**src/pkg/boundary_scan_tap_regs.vh**
```
// Constants of the boundary scan test port
`ifndef BOUNDARY_SCAN_TAP_REGS_VH
`define BOUNDARY_SCAN_TAP_REGS_VH
`define OPC_W 3
`define OPC_EXTEST 3'h0
`define OPC_IDCODE 3'h1
`define OPC_SAMPLE_Z 3'h2
`define OPC_SAMPLE_PRELOAD 3'h4
`define OPC_BYPASS 3'h7
`define OPC_CAPTURE_PAT 2'h1
`define SIG_W 32
`define RING_W 109
`define RING_OE_BIT 108
`define VER_MSB 29'd31
`define VER_LSB 29
`define PART_LSB 12
`define MAKER_LSB 1
`define RESET_TMS_EDGES 5
`define ST_W 4
`define ST_RESET 4'h0
`define ST_IDLE 4'h1
`define ST_SEL_DR 4'h2
`define ST_CAP_DR 4'h3
`define ST_SHIFT_DR 4'h4
`define ST_EXIT1_DR 4'h5
`define ST_PAUSE_DR 4'h6
`define ST_EXIT2_DR 4'h7
`define ST_UPD_DR 4'h8
`define ST_SEL_IR 4'h9
`define ST_CAP_IR 4'ha
`define ST_SHIFT_IR 4'hb
`define ST_EXIT1_IR 4'hc
`define ST_PAUSE_IR 4'hd
`define ST_EXIT2_IR 4'he
`define ST_UPD_IR 4'hf
`endif

```
**src/core/tap_state_step.v**
```verilog
// Next-state logic of the sixteen-state test port controller
`timescale 1ns/1ns
`default_nettype none
`include "boundary_scan_tap_regs.vh"
module tap_state_step (
    input wire [`ST_W-1:0] state,
    input wire tms,
    output reg [`ST_W-1:0] next_state
);
    always @* begin
        case (state)
            `ST_RESET: next_state = tms ? `ST_RESET : `ST_IDLE;
            `ST_IDLE: next_state = tms ? `ST_SEL_DR : `ST_IDLE;
            `ST_SEL_DR: next_state = tms ? `ST_SEL_IR : `ST_CAP_DR;
            `ST_CAP_DR: next_state = tms ? `ST_EXIT1_DR : `ST_SHIFT_DR;
            `ST_SHIFT_DR: next_state = tms ? `ST_EXIT1_DR : `ST_SHIFT_DR;
            `ST_EXIT1_DR: next_state = tms ? `ST_UPD_DR : `ST_PAUSE_DR;
            `ST_PAUSE_DR: next_state = tms ? `ST_EXIT2_DR : `ST_PAUSE_DR;
            `ST_EXIT2_DR: next_state = tms ? `ST_UPD_DR : `ST_SHIFT_DR;
            `ST_UPD_DR: next_state = tms ? `ST_SEL_DR : `ST_IDLE;
            `ST_SEL_IR: next_state = tms ? `ST_RESET : `ST_CAP_IR;
            `ST_CAP_IR: next_state = tms ? `ST_EXIT1_IR : `ST_SHIFT_IR;
            `ST_SHIFT_IR: next_state = tms ? `ST_EXIT1_IR : `ST_SHIFT_IR;
            `ST_EXIT1_IR: next_state = tms ? `ST_UPD_IR : `ST_PAUSE_IR;
            `ST_PAUSE_IR: next_state = tms ? `ST_EXIT2_IR : `ST_PAUSE_IR;
            `ST_EXIT2_IR: next_state = tms ? `ST_UPD_IR : `ST_SHIFT_IR;
            `ST_UPD_IR: next_state = tms ? `ST_SEL_DR : `ST_IDLE;
            default: next_state = `ST_RESET;
        endcase
    end
endmodule // tap_state_step
`default_nettype wire

```
**src/core/boundary_scan_tap.v**
```verilog
// Boundary scan test access port sampled on the system clock
`timescale 1ns/1ns
`default_nettype none
`include "boundary_scan_tap_regs.vh"
module boundary_scan_tap #(
    // Arbitrary neutral identity values
    parameter [2:0] VERSION_CODE = 3'h1,
    parameter [16:0] PART_CODE = 17'h0_1234,
    parameter [10:0] MAKER_CODE = 11'h055
) (
    input wire clk,
    input wire rstn,
    input wire tck,
    input wire tms,
    input wire tdi,
    output reg tdo,
    output reg tdo_oe,
    input wire [`RING_W-1:0] pin_ring_in,
    output reg [`RING_W-1:0] pin_ring_out,
    output reg extest_drive,
    output reg mem_out_hiz,
    output reg [`OPC_W-1:0] active_opcode,
    output reg [`ST_W-1:0] tap_state
);
    localparam [`SIG_W-1:0] SIGNATURE =
        {VERSION_CODE, PART_CODE, MAKER_CODE, 1'b1};

    reg [2:0] tck_sync;
    reg [1:0] tms_sync;
    reg [1:0] tdi_sync;
    wire tck_rise;
    wire tck_fall;
    wire tms_s;
    wire tdi_s;
    wire [`ST_W-1:0] next_state;
    reg [`OPC_W-1:0] opcode_shift_reg;
    reg single_bit_skip_reg;
    reg [`SIG_W-1:0] chip_signature_word;
    reg [`RING_W-1:0] pin_ring_chain;
    reg serial_bit;
    reg [`RING_W-1:0] ring_sample;
    reg [`RING_W-1:0] ring_meta;

    // Edges seen after two sampling stages; the test clock must stay
    // high and low for at least three system clocks each
    assign tck_rise = tck_sync[1] & ~tck_sync[2];
    assign tck_fall = ~tck_sync[1] & tck_sync[2];
    assign tms_s = tms_sync[1];
    assign tdi_s = tdi_sync[1];

    function is_ring_opcode;
        input [`OPC_W-1:0] op;
        begin
            is_ring_opcode = (op == `OPC_EXTEST) || (op == `OPC_SAMPLE_Z) ||
                (op == `OPC_SAMPLE_PRELOAD);
        end
    endfunction

    function is_ident_opcode;
        input [`OPC_W-1:0] op;
        begin
            is_ident_opcode = (op == `OPC_IDCODE);
        end
    endfunction

    tap_state_step u_step (
        .state(tap_state),
        .tms(tms_s),
        .next_state(next_state)
    );

    always @(posedge clk or negedge rstn) begin
        if (!rstn) begin
            tck_sync <= 3'h0;
            tms_sync <= 2'h3;
            tdi_sync <= 2'h3;
            ring_meta <= {`RING_W{1'b0}};
            ring_sample <= {`RING_W{1'b0}};
        end else begin
            tck_sync <= {tck_sync[1:0], tck};
            tms_sync <= {tms_sync[0], tms};
            tdi_sync <= {tdi_sync[0], tdi};
            ring_meta <= pin_ring_in;
            ring_sample <= ring_meta;
        end
    end

    // Controller, shift paths and update stages
    always @(posedge clk or negedge rstn) begin
        if (!rstn) begin
            tap_state <= `ST_RESET;
            active_opcode <= `OPC_IDCODE;
            opcode_shift_reg <= `OPC_IDCODE;
            single_bit_skip_reg <= 1'b0;
            chip_signature_word <= {`SIG_W{1'b0}};
            pin_ring_chain <= {`RING_W{1'b0}};
            pin_ring_out <= {`RING_W{1'b0}};
        end else if (tck_rise) begin
            tap_state <= next_state;
            case (tap_state)
                `ST_CAP_IR: begin
                    opcode_shift_reg <= {active_opcode[`OPC_W-1], `OPC_CAPTURE_PAT};
                end
                `ST_SHIFT_IR: begin
                    opcode_shift_reg <= {tdi_s, opcode_shift_reg[`OPC_W-1:1]};
                end
                `ST_UPD_IR: begin
                    active_opcode <= opcode_shift_reg;
                end
                `ST_CAP_DR: begin
                    if (is_ident_opcode(active_opcode)) begin
                        chip_signature_word <= SIGNATURE;
                    end else if (is_ring_opcode(active_opcode)) begin
                        pin_ring_chain <= ring_sample;
                    end else begin
                        single_bit_skip_reg <= 1'b0;
                    end
                end
                `ST_SHIFT_DR: begin
                    if (is_ident_opcode(active_opcode)) begin
                        chip_signature_word <= {tdi_s, chip_signature_word[`SIG_W-1:1]};
                    end else if (is_ring_opcode(active_opcode)) begin
                        pin_ring_chain <= {tdi_s, pin_ring_chain[`RING_W-1:1]};
                    end else begin
                        single_bit_skip_reg <= tdi_s;
                    end
                end
                `ST_UPD_DR: begin
                    if (is_ring_opcode(active_opcode)) begin
                        pin_ring_out <= pin_ring_chain;
                    end
                end
                default: begin
                end
            endcase
            // Entering the reset state restores the identify opcode at once
            if (next_state == `ST_RESET) begin
                active_opcode <= `OPC_IDCODE;
                pin_ring_out <= {`RING_W{1'b0}};
            end
        end
    end

    // Selected serial bit, presented on the falling edge
    always @* begin
        serial_bit = single_bit_skip_reg;
        if (tap_state == `ST_SHIFT_IR) begin
            serial_bit = opcode_shift_reg[0];
        end else if (is_ident_opcode(active_opcode)) begin
            serial_bit = chip_signature_word[0];
        end else if (is_ring_opcode(active_opcode)) begin
            serial_bit = pin_ring_chain[0];
        end
    end

    always @(posedge clk or negedge rstn) begin
        if (!rstn) begin
            tdo <= 1'b0;
            tdo_oe <= 1'b0;
        end else if (tck_fall) begin
            tdo <= serial_bit;
            tdo_oe <= (tap_state == `ST_SHIFT_IR) || (tap_state == `ST_SHIFT_DR);
        end
    end

    // Output control levels follow the opcode in force
    always @(posedge clk or negedge rstn) begin
        if (!rstn) begin
            mem_out_hiz <= 1'b0;
            extest_drive <= 1'b0;
        end else begin
            mem_out_hiz <= (active_opcode == `OPC_SAMPLE_Z) ||
                ((active_opcode == `OPC_EXTEST) && !pin_ring_out[`RING_OE_BIT]);
            extest_drive <= (active_opcode == `OPC_EXTEST);
        end
    end
endmodule // boundary_scan_tap
`default_nettype wire

```
**config.mk**
```make
export PLATFORM = sky130hd
export DESIGN_NAME = boundary_scan_tap
export DESIGN_NICKNAME = d
export VERILOG_FILES = /design/src/core/tap_state_step.v /design/src/core/boundary_scan_tap.v
export VERILOG_INCLUDE_DIRS = /design/src /design/src/pkg
export SDC_FILE = /design/constraint.sdc
export NUM_CORES = 1
export LEC_CHECK = 0
export ABC_AREA = 1
export BUFFER_PORTS_ARGS = -buffer_cell sky130_fd_sc_hd__buf_2
export CORE_ASPECT_RATIO = 0.7
export CORE_MARGIN = 4
export CORE_UTILIZATION = 57
export CTS_CLUSTER_DIAMETER = 100
export DETAILED_ROUTE_END_ITERATION = 8
export HOLD_SLACK_MARGIN = 0.1
export PLACE_DENSITY = 0.78
export SYNTH_ARGS = -nofsm -noshare
export SYNTH_HDL_FRONTEND = slang
export SYNTH_SLANG_ARGS = --single-unit
export TNS_END_PERCENT = 30
```
**constraint.sdc**
```tcl
create_clock -name clk -period 2.6 [get_ports clk]
set_input_delay 0.26 -clock clk [delete_from_list [all_inputs] [get_ports clk]]
set_output_delay 0.26 -clock clk [all_outputs]
set_load 0.02 [all_outputs]
```
==> impl_metrics.yaml <==
layout:
  synthToLayoutAreaGrowth_pct: 24.2
  fin_util_pct: 71.9
  layout-drive-gt1-share_pct: 18.8
  layout.nets: 1997
yosys:
  yosysWarnings: 0
  synthCells: 1562
  ys.flop_type: "dfrtp_1"
  yosysMostFrequentCell: "dfrtp_1"
  ys_top_cells_by_count: "484 x dfrtp_1, 378 x nand2_1, 160 x inv_1"
  syn_area_um2: 17400
  synth-edff-count: 0
  async_reset_ff_share_pct: 100
  ys_types: 29
  yosysTopAreaCell: "dfrtp_1"
  yosysSeqAreaShare_pct: 70.3
  avgSynthCellArea_um2: 11.2
  synth_top_area_share_pct: 69.4
  synth_fp_nets: 1676
  synth_area_leaders: "dfrtp_1 69%, nand2_1 8.1%, o211ai_1 4.6%"
  synth.ff_latch_count: 490
critical_path:
  worstPathArrival_ps: 2830
  crit_required_ps: 3080
  critPathMaxStageDelay_ps: 520
  worstSetupPathType: "register to register"
  crit_buf_inv: 2
  cp_max_fo: 69
  cp_num_cells: 13
  r2r_cells: 13
  start_kind: "register"
  end_kind: "register"
  slowest_stage: "dfrtp_1"
  path_delay_family: "simple AND/OR/NAND/NOR gates"
  crit_chain: "inv_1 -> nor2_1 -> nand2_1 -> nand3_1 -> nor2_1 -> nor2_1 -> nor2_2 -> nand3_4 -> nand2_2 -> nand2_4 -> buf_6 -> nand2_1 -> nand2_1"
routing:
  firstDrtPassIters: 5
  drt.antenna.violating_nets: 0
  drc_errors: 0
  vias: 12500
  drtIter0Drc: 835
  routedWlPerCell_um: 17.4
  via_per_inst: 5.37
  wl_mm: 40.5
floorplan:
  core_um2: 30100
  io_pins: 234
  start_util_pct: 57.9
  num_rows: 53
  die_h_um: 154
  dieArea_um2: 33500
  die-width_um: 217
global_route:
  antenna_found_initial: 6
  gr-usage-all-layers_pct: 24.5
  grt_pass1_vias: 12600
  grt_max_degree: 118
  grt_pass1_wl_mm: 66.2
  grt-ovfl-total: 0
  met1_usage_pct: 33.0
  grt_busiest_layer: "met2"
  use_met3_pct: 4.89
  use_met2_pct: 39.9
clock_network:
  cts_buffers: 46
  insertion_delay_ps: 550
  postCtsSetupBuffers: 0
  path_clk_slew_ps: 70
  cts_tree: "done"
  h-tree-depth: 2
  cts-root-buf: "clkbuf_16"
  clk_path_buf_depth: 3
  cts_sinks: 490
flow_run:
  maxCapViolations: 0
timing:
  worst_pin_slew_ps: 648
  hold_violations: 0
  fin_skew_ps: 21.0
  rsz0062_at_grt: "no"
  finalSetupViolations: 0
  finalCritPeriodShare_pct: 90.6
  slew_violations: 0
  whs_ps: 294
  max-slew-margin-rel_pct: 56.8
  timing.fmax_mhz: 424
  period_minus_slack_ps: 2360
  finalSetupTns_ps: 0
placed_design:
  portBuffers: 233
  gp_congestion: 0.824
  hpwl_mm: 24.3
power:
  vdd.ir_drop.worst_mv: 1.26
  p_per_area_nw_per_um2: 959
  static-leakage-power_nw: 10.7
worst_hold_path:
  hp-class: "input pin to async pin"
outcome:
  outcome: "finished clean"
[layout make-up]
| type | count | area, um^2 |
|---|---|---|
| Fill cell | 2065 | 8450 |
| Sequential cell | 490 | 12300 |
| Multi-Input combinational cell | 803 | 4040 |
| Clock inverter | 20 | 169 |
| Clock buffer | 62 | 1280 |
| Inverter | 165 | 627 |
| Timing Repair Buffer | 377 | 2740 |
| Tap cell | 412 | 515 |
| Antenna cell | 5 | 12.5 |
[power breakdown]
part,internal (W),switching (W)
registers,0.00887,0.000732
clock network,0.00367,0.00278
logic,0.00137,0.00334
total,0.0139,0.00685
[worst paths after layout]
| path | endpoint | start | slack [ps] |
|---|---|---|---|
| min in group clk | ring_sample[15]$_DFF_PN0_ | ring_meta[15]$_DFF_PN0_ | 340 |
| max in group asynchronous | pin_ring_out[25]$_DFFE_PN0P_ | rstn | 1380 |
| setup / recovery | pin_ring_out[48]$_DFFE_PN0P_ | tap_state[0]$_DFFE_PN0P_ | 240 |
| hold reg to reg | ring_sample[15]$_DFF_PN0_ | ring_meta[15]$_DFF_PN0_ | 340 |
| setup reg to reg | pin_ring_out[48]$_DFFE_PN0P_ | tap_state[0]$_DFFE_PN0P_ | 240 |
| hold / removal | pin_ring_chain[29]$_DFFE_PN0P_ | rstn | 290 |
[repair_timing]
action | CTS | global route
hold endpoints to repair | 172 | 0
hold buffers | 113 | 0
gates resized for setup | 0 | 1
endpoints found under the setup margin | 0 | 69
[cell usage in the layout (no fill, tap or decap), types with 10 or more instances in the layout]
cell	Yosys	final
dlygate4sd3_1	0	113
o21ai_1	51	51
nand4_1	112	112
inv_1	160	159
o21ai_0	68	68
nor2_1	26	25
o211ai_1	108	108
clkinv_2	0	12
nand2_1	378	378
clkbuf_16	0	47
a22oi_1	11	11
o22ai_1	21	21
clkbuf_1	46	10
buf_2	27	232
dfrtp_1	484	484
buf_12	0	16
buf_4	6	14
[layer usage]
layer | up-vias | part of all wire, %
li1 | 5826 | -
met3 | 109 | 5.9
met5 | - | 0.032
met4 | 2 | 3.6
met1 | 6187 | 41
met2 | 416 | 50
[kinds of logic (layout without fill, tap and decap cells)]
group / count (synthesis) / in the layout / share of synthesized area [%]
simple gates: 535 / 535 / 13.4
buf+inv: 269 / 624 / 6.63
flops: 490 / 490 / 70.3
compound gates: 268 / 268 / 9.61
other cells: 0 / 5 / 0
[through the flow]
stage	power, W	std cells	cell area, um^2	worst slack, ps
2_1_floorplan	0.0126	1562	17400	679
3_3_place_gp	0.0140	2134	19100	296
3_5_place_dp	0.0142	2134	19100	199
4_1_cts	0.0209	2329	21600	178
5_1_grt	0.0219	2334	21700	4.66
6_report	0.0208	2334	21700	244
Note: power is estimated with default switching activity, not from simulation.
